## config.mk

```make
export PLATFORM = sky130hd
export DESIGN_NAME = oid_top
export DESIGN_NICKNAME = d
export VERILOG_FILES = /design/src/oid_pkg.sv /design/src/oid_sync_reg.sv /design/src/oid_top.sv
export VERILOG_INCLUDE_DIRS = /design/src /design/src/src
export SDC_FILE = /design/constraint.sdc
export NUM_CORES = 1
export LEC_CHECK = 0
export BUFFER_PORTS_ARGS = -buffer_cell sky130_fd_sc_hd__buf_2
export CAP_MARGIN = 20
export CORE_ASPECT_RATIO = 1.1
export CORE_MARGIN = 5
export CORE_UTILIZATION = 38
export DETAILED_ROUTE_END_ITERATION = 6
export GPL_ROUTABILITY_DRIVEN = 0
export HOLD_SLACK_MARGIN = 0.03
export PLACE_DENSITY = 0.83
export SLEW_MARGIN = 20
export SYNTH_ARGS = -nofsm -noshare
export SYNTH_HDL_FRONTEND = slang
export SYNTH_SLANG_ARGS = --single-unit
```

## constraint.sdc

```tcl
create_clock -name MCLK_IN -period 1.45 [get_ports MCLK_IN]
set_input_delay 0.3625 -clock MCLK_IN [delete_from_list [all_inputs] [get_ports MCLK_IN]]
set_output_delay 0.3625 -clock MCLK_IN [all_outputs]
set_load 0.05 [all_outputs]
```

## src/oid_params.svh

```systemverilog
// Functional notes
// - Module uses two input bytes and two output bytes for eight channels.
// - Input byte zero bit n carries signal state of channel n plus one.
// - Input byte one bit n carries fault flag of channel n plus one.
// - Output byte one bit n: 0 keeps channel on, 1 switches it off.
// - Image word is little endian: byte zero in the low byte lane.
`ifndef OID_PARAMS_SVH
`define OID_PARAMS_SVH
`define OID_ADDR_W        2
`define OID_OFS_INPUT     2'h0
`define OID_OFS_OUTPUT    2'h1
`define OID_BYTE0_LSB     0
`define OID_BYTE1_LSB     8
`define OID_CHANNELS      8
`define OID_SWITCH_RESET  8'h00
`define OID_UNMAPPED_DATA 32'h00000000
`endif

```

## src/oid_pkg.sv

```systemverilog
package oid_pkg;
  typedef enum logic [1:0] {
    OID_IDLE = 2'b01,
    OID_DONE = 2'b10
  } oid_bus_state_t;
endpackage

```

## src/oid_sync_reg.sv

```systemverilog
`timescale 1ns/1ns
`default_nettype none
`include "oid_params.svh"
// Registers the raw channel inputs so the image shows one coherent sample.
module oid_sync_reg #(
  parameter int WIDTH = `OID_CHANNELS
) (
  input  wire logic             clk_in,
  input  wire logic             rst_in,
  input  wire logic [WIDTH-1:0] d_in,
  output logic      [WIDTH-1:0] q_out
);
  logic [WIDTH-1:0] q_reg;
  logic [WIDTH-1:0] q_next;

  always_comb begin
    q_next = d_in;
  end

  always_ff @(posedge clk_in or posedge rst_in) begin
    if (rst_in) begin
      q_reg <= '0;
    end else begin
      q_reg <= q_next;
    end
  end

  assign q_out = q_reg;
endmodule
`default_nettype wire

```

## src/oid_top.sv

```systemverilog
`timescale 1ns/1ns
`default_nettype none
`include "oid_params.svh"
module oid_top
  import oid_pkg::*;
#(
  parameter int CHANNELS = `OID_CHANNELS
) (
  // Clock and reset.
  input  wire logic                  MCLK_IN,
  input  wire logic                  SYS_RST_IN,
  // Avalon-MM slave.
  input  wire logic [`OID_ADDR_W-1:0] AVS_ADDRESS_IN,
  input  wire logic                  AVS_READ_IN,
  input  wire logic                  AVS_WRITE_IN,
  input  wire logic [31:0]           AVS_WRITEDATA_IN,
  input  wire logic [3:0]            AVS_BYTEENABLE_IN,
  output logic      [31:0]           AVS_READDATA_OUT,
  output logic                       AVS_WAITREQUEST_OUT,
  // Field side.
  input  wire logic [CHANNELS-1:0]   CHANNEL_STATE_IN,
  input  wire logic [CHANNELS-1:0]   CHANNEL_FAULT_IN,
  output logic      [CHANNELS-1:0]   CHANNEL_OFF_OUT
);
  // The image bytes are eight bits wide, so no other channel count fits.
  if (CHANNELS != 8) begin : g_bad_channels
    $error("oid_top supports exactly eight channels.");
  end

  logic [CHANNELS-1:0] state_s;
  logic [CHANNELS-1:0] fault_s;
  logic [2*CHANNELS-1:0] sample_s;
  oid_bus_state_t      bus_reg;
  oid_bus_state_t      bus_next;
  logic [31:0]         rdata_reg;
  logic [31:0]         rdata_next;
  logic [7:0]          switch_reg;
  logic [7:0]          switch_next;

  oid_sync_reg #(.WIDTH(2*CHANNELS)) u_sample (
    .clk_in (MCLK_IN),
    .rst_in (SYS_RST_IN),
    .d_in   ({CHANNEL_FAULT_IN, CHANNEL_STATE_IN}),
    .q_out  (sample_s)
  );

  assign state_s = sample_s[CHANNELS-1:0];
  assign fault_s = sample_s[2*CHANNELS-1:CHANNELS];

  // Two bytes per direction packed little endian into one word.
  function automatic logic [31:0] pack_word(input logic [7:0] b0,
                                            input logic [7:0] b1);
    pack_word = {16'h0000, b1, b0};
  endfunction

  // Every access waits one cycle so read data come from a register.
  always_comb begin
    bus_next    = bus_reg;
    rdata_next  = rdata_reg;
    switch_next = switch_reg;
    case (bus_reg)
      OID_IDLE: begin
        if (AVS_READ_IN || AVS_WRITE_IN) begin
          bus_next = OID_DONE;
        end
        if (AVS_READ_IN) begin
          case (AVS_ADDRESS_IN)
            `OID_OFS_INPUT:  rdata_next = pack_word(state_s, fault_s);
            `OID_OFS_OUTPUT: rdata_next = pack_word(8'h00, switch_reg);
            default:         rdata_next = `OID_UNMAPPED_DATA;
          endcase
        end
      end
      OID_DONE: begin
        bus_next = OID_IDLE;
        // Commit on the edge where the master sees waitrequest low.
        // Byte zero is reserved, so only lane one is stored.
        if (AVS_WRITE_IN && AVS_ADDRESS_IN == `OID_OFS_OUTPUT &&
            AVS_BYTEENABLE_IN[1]) begin
          switch_next = AVS_WRITEDATA_IN[`OID_BYTE1_LSB +: 8];
        end
      end
      default: begin
        bus_next = OID_IDLE;
      end
    endcase
  end

  always_ff @(posedge MCLK_IN or posedge SYS_RST_IN) begin
    if (SYS_RST_IN) begin
      bus_reg    <= OID_IDLE;
      rdata_reg  <= 32'h00000000;
      switch_reg <= `OID_SWITCH_RESET;
    end else begin
      bus_reg    <= bus_next;
      rdata_reg  <= rdata_next;
      switch_reg <= switch_next;
    end
  end

  assign AVS_WAITREQUEST_OUT = (AVS_READ_IN || AVS_WRITE_IN) &&
                               (bus_reg != OID_DONE);
  assign AVS_READDATA_OUT    = rdata_reg;
  assign CHANNEL_OFF_OUT     = switch_reg;
endmodule
`default_nettype wire

```

==> flow_metrics.tcl, run 1 <==
set metrics [dict create \
    status "finished, violations left" \
    violations "setup timing" \
    synthCells 130 \
    yosys.area_share.simple_pct 8.48 \
    grt_overflow 0 \
    slowest_stage "dfstp_2" \
    fin_ws_ps -146 \
    root_buffer "clkbuf_8" \
    cap_violations 0 \
    path_cells "buf_6, inv_4, a21oi_2, buf_6" \
    critPathTopFamily "flip-flops" \
    grt_max_degree 43 \
    clk_pin_slew_worst_paths_ps 70 \
    routed_via_density 4.39 \
    path_class "reg -> out" \
    slowest_delay_ps 540 \
    antenna_found_initial 0 \
    r2r_cells 4 \
    std_cell_rows 25 \
    clock.fmax_mhz 627 \
    wl_per_cell_um 12.7 \
    crit_cells 4 \
    drt_iter0_markers 37 \
    p_total_w 0.00438 \
    die_w_um 72.3 \
    irDropWorstVdd_mv 1.09 \
    dp_hpwl_mm 2.37 \
    cp_max_fo 2 \
    io_pins 99 \
    yosys_register_bits 42 \
    p_leak_nw 1.11 \
    firstDrtPassIters 3 \
    synthDistinctLibCells 17 \
    cp-start-kind "flip-flop" \
    skew_ps 3.41 \
    cts-hold-fix-buffers 0 \
    grt_pass1_vias 1087 \
    worstHoldPathType "in -> async" \
    syn_to_final_growth_pct 30.1 \
    yosys_warnings 0 \
    cp.required_ps 1090 \
    reg2reg_from "bus_reg[0]" \
    fin_setup_tns_ps -146 \
    syn_area_um2 1620 \
    clock_latency_ps 280 \
    synth-seq-area-share_pct 64.8 \
    grt_pass1_wl_mm 5.09 \
    maxSlewViolCount 0 \
    cp_num_buf_inv 3 \
    start_util_pct 38.4 \
    p_per_area_nw_per_um2 2070 \
    numCtsBuffers 5 \
    end_kind "primary output" \
    dieArea_um2 5680 \
    via_count 1101 \
    fin_crit_sh_pct 110 \
    synthXorXnorAreaFrac_pct 0 \
    drive_above_1_share_pct 42.6 \
    place.port_buffers 55 \
    layout_min_cycle_time_ps 1600 \
    synth.mux.area_fraction_pct 10.5 \
    gr-usage-all-layers_pct 11.7 \
    ff2ff_setup_slack_ps 0 \
    wirelength_mm 3.19 \
    avgSynthCellArea_um2 12.5 \
    clock-sinks 42 \
    n_antenna_cell 0 \
    synth_top_family_by_area "multiplexers" \
    drc 0 \
    rsz0062_at_grt "yes" \
    path_common_cell "buf_6" \
    final_net_count 254 \
    cts_max_path_buffers 2 \
    fp.coreArea_um2 4220 \
    die_h_um 78.5 \
    cts_tree "done" \
    reg2reg_to "CHANNEL_OFF_OUT[2]" \
    synth-adder-area-share_pct 0 \
    synth_compound_area_share_pct 6.48 \
    htreeDepth 2 \
    finalSetupViolCount 2 \
    hold_viol 0 \
    drtAntennaViolNets 0 \
    cp.arrival_ps 1230 \
    final_util_pct 50.0 \
]
## cells in the mapped netlist
| cell type | number | area [µm²] |
|---|---|---|
| nand3b_1 | 1 | 7.51 |
| nor2_1 | 2 | 7.51 |
| nand2_1 | 24 | 90.1 |
| o21ai_0 | 8 | 40.0 |
| dfrtp_1 | 41 | 1030 |
| buf_4 | 17 | 128 |
| conb_1 | 1 | 3.75 |
| mux2_2 | 8 | 90.1 |
| nor3_1 | 1 | 5.00 |
| nor3b_4 | 1 | 18.8 |
| o31ai_1 | 8 | 60.1 |
| clkbuf_1 | 4 | 15.0 |
| dfstp_2 | 1 | 26.3 |
| a21oi_1 | 1 | 5.00 |
| nand4b_1 | 1 | 8.76 |
| mux2i_1 | 8 | 80.1 |
| inv_1 | 3 | 11.3 |
## metrics by stage
step / instance area [µm²] / instances / hold slack (ps) / worst slack (ps)
2_1_floorplan: 1680 / 145 / 394 / 35.2
3_3_place_gp: 1960 / 242 / 408 / -62.9
3_5_place_dp: 1960 / 242 / 417 / -85.2
4_1_cts: 2100 / 250 / 104 / -173
5_1_grt: 2110 / 251 / 123 / -212
6_report: 2110 / 251 / 97.5 / -146
## repair_timing
action / in CTS / in global routing
endpoints found under the setup margin: 9 / 9
gates cloned: 0 / 0
resized for setup: 14 / 1
pin swaps: 2 / 1
setup buffers: 0 / 1
## kinds of logic (layout without fill, tap and decap cells)
family	count (synthesis)	count (layout)
and+or+nand+nor	30	30
DFF	42	42
AOI/OAI and AO/OA	17	17
other	1	16
muxes	16	16
buffers and inverters	24	76
## power breakdown
group / total [W] / switching [W] / internal [W]
clock network: 0.000739 / 0.000356 / 0.000384
logic: 0.00198 / 0.00147 / 0.000517
registers: 0.00166 / 0.000170 / 0.00149
## cell usage in the layout (no fill, tap or decap), types with 2 or more instances in the layout
master	instances
buf_2	54
buf_4	6
buf_6	4
clkbuf_8	6
conb_1	16
dfrtp_1	41
mux2_4	8
mux2i_1	8
nand2_1	24
nor2_1	2
o21ai_0	8
o31ai_1	8
## cell type report
cell class | count | area, µm²
timing repair buffer | 65 | 380
sequential | 42 | 1050
tap | 54 | 67.6
multi-input combinational | 79 | 507
fill | 397 | 2110
clock buffer | 7 | 86.3
clock inverter | 1 | 5.00
inverter | 3 | 13.8
## worst register-to-register path: cells and delay by family (launching register included)
| family | cells | cell delay (ps) |
|---|---|---|
| buffers and inverters | 1 | 170 |
| flip-flops | 1 | 370 |
| multiplexers | 1 | 300 |
| AND/OR/NAND/NOR | 2 | 500 |
## metal layers
metal,up-vias,routed length [µm],track usage (%),part of all wire (%)
met4,0,37,5.64,1.2
li1,531,-,-,-
met5,-,0,0,0
met1,525,1190,13.9,37
met3,5,295,3.97,9.3
met2,40,1660,18.9,52
## worst max-delay path by stage
stage / start / endpoint / slack, ps
6_report: bus_reg[0] / AVS_WAITREQUEST_OUT / -150
3_3_place_gp: AVS_WRITE_IN / CHANNEL_OFF_OUT[6] / -60
2_1_floorplan: bus_reg[0] / AVS_WAITREQUEST_OUT / 40
5_1_grt: bus_reg[0] / AVS_WAITREQUEST_OUT / -210
3_5_place_dp: AVS_WRITE_IN / CHANNEL_OFF_OUT[2] / -90
4_1_cts: bus_reg[0] / AVS_WAITREQUEST_OUT / -170
Note: power is estimated with default switching activity, not from simulation.
==> run 2, diff against run 1 <==
Settings changed: MAX_ROUTING_LAYER set to met4.
==> run 2 against run 1 <==
The flow still finishes with violations (setup timing); sequential power hardly changed; non-clock buffer count stayed put; first-iteration DRC count stayed put; power hardly changed; via count hardly changed; final cell count stayed put; clock skew hardly changed; global-route usage is 0.32 points higher; count of clock-buffer cells in the layout stayed put; largest power group unchanged; register-to-register slack hardly changed; combinational power hardly changed; critical endpoint unchanged; worst hold slack hardly changed.
==> flow_metrics.tcl, run 2 (synthesized netlist as in run 1, its figures left out) <==
set metrics [dict create \
    status "finished, violations left" \
    violations "setup timing" \
    antenna_found_initial 0 \
    cts_tree "done" \
    io_pins 99 \
    clock_latency_ps 280 \
    cts-hold-fix-buffers 0 \
    path_common_cell "buf_6" \
    htreeDepth 2 \
    irDropWorstVdd_mv 1.09 \
    hold_viol 0 \
    fin_ws_ps -146 \
    firstDrtPassIters 3 \
    routed_via_density 4.38 \
    finalSetupViolCount 2 \
    fp.coreArea_um2 4220 \
    path_cells "buf_6, inv_4, a21oi_2, buf_6" \
    drtAntennaViolNets 0 \
    grt_pass1_wl_mm 5.09 \
    worstHoldPathType "in -> async" \
    grt_overflow 0 \
    slowest_delay_ps 540 \
    drive_above_1_share_pct 42.6 \
    die_h_um 78.5 \
    cp.required_ps 1090 \
    cp.arrival_ps 1230 \
    grt_pass1_vias 1073 \
    start_util_pct 38.4 \
    p_per_area_nw_per_um2 2070 \
    clock-sinks 42 \
    fin_setup_tns_ps -146 \
    cp-start-kind "flip-flop" \
    critPathTopFamily "flip-flops" \
    fin_crit_sh_pct 110 \
    wirelength_mm 3.18 \
    grt_max_degree 43 \
    dp_hpwl_mm 2.37 \
    std_cell_rows 25 \
    syn_to_final_growth_pct 30.1 \
    final_net_count 254 \
    drt_iter0_markers 37 \
    place.port_buffers 55 \
    slowest_stage "dfstp_2" \
    wl_per_cell_um 12.7 \
    p_total_w 0.00438 \
    drc 0 \
    rsz0062_at_grt "yes" \
    dieArea_um2 5680 \
    via_count 1100 \
    cap_violations 0 \
    end_kind "primary output" \
    skew_ps 3.41 \
    dpl_cell_area_um2 1960 \
    cts_max_path_buffers 2 \
    layout_commonest_cell "buf_2" \
    fin_area_um2 2110 \
    n_antenna_cell 0 \
    gr-usage-all-layers_pct 12.1 \
    root_buffer "clkbuf_8" \
    maxSlewViolCount 0 \
    cp_max_fo 2 \
    cp_num_buf_inv 3 \
    die_w_um 72.3 \
    clock.fmax_mhz 627 \
    clk_pin_slew_worst_paths_ps 70 \
    layout_min_cycle_time_ps 1600 \
    numCtsBuffers 5 \
    p_leak_nw 1.11 \
    final_cell_mix "buf_2, dfrtp_1, nand2_1, conb_1" \
    path_class "reg -> out" \
]
==> run 2: cell counts in the layout (fill, tap and decap cells not counted) <==
Identical to the previous run, type by type.
==> run 2: power by group <==
group	switching, W	internal, W
clock	0.000355	0.000384
sequential	0.000171	0.00149
combinational	0.00147	0.000517
==> run 2: repair_timing <==
item | 4_1_cts | 5_1_grt
endpoints found under the setup margin | 9 | 9
gates resized for setup | 14 | 1
setup buffers | 0 | 1
pin swaps | 2 | 1
==> run 2: worst paths after layout <==
path | startpoint | slack [ps] | end | cells after the start
hold / removal | SYS_RST_IN | 100 | AVS_READDATA_OUT[4] | 3
max in group asynchronous | SYS_RST_IN | 1100 | bus_reg[0] | 3
setup / recovery | bus_reg[0] | -150 | AVS_WAITREQUEST_OUT | 4
min in group MCLK_IN | CHANNEL_STATE_IN[7] | 180 | u_sample.q_out[7] | 1
setup reg to reg | bus_reg[0] | 0 | CHANNEL_OFF_OUT[2] | 4
hold reg to reg | AVS_READDATA_OUT[15] | 470 | AVS_READDATA_OUT[15] | 2
==> run 2: tightest hold or removal path, cell delays in order <==
cell and delay, ps:
buf_2 100, clkinv_1 60, buf_12 230
==> run 2: stage by stage <==
stage	std cells	hold WS (ps)	worst slack, ps	utilization (%)
after floorplan	145	394	35.2	-
after global placement	242	408	-62.9	46.5
after detailed placement	242	417	-85.2	46.5
after CTS	250	104	-173	49.8
after global routing	251	123	-212	50.0
final	251	97.8	-146	50.0
==> run 2: final cells by class <==
cell class | instances | area [µm²]
Clock inverter | 1 | 5.00
Fill cell | 397 | 2110
Inverter | 3 | 13.8
Clock buffer | 7 | 86.3
Timing Repair Buffer | 65 | 380
Sequential cell | 42 | 1050
Multi-Input combinational cell | 79 | 507
Tap cell | 54 | 67.6
==> run 2: per-layer routing <==
metal  track usage (%)  part of all wire [%]  vias up  wire [µm]
li1                  -                     -      531          -
met1              14.0                    38      524       1200
met2              18.9                    52       40       1660
met3              3.71                   8.9        5        282
met4              5.64                   1.2        0         37
met5                 -                     0        -          0
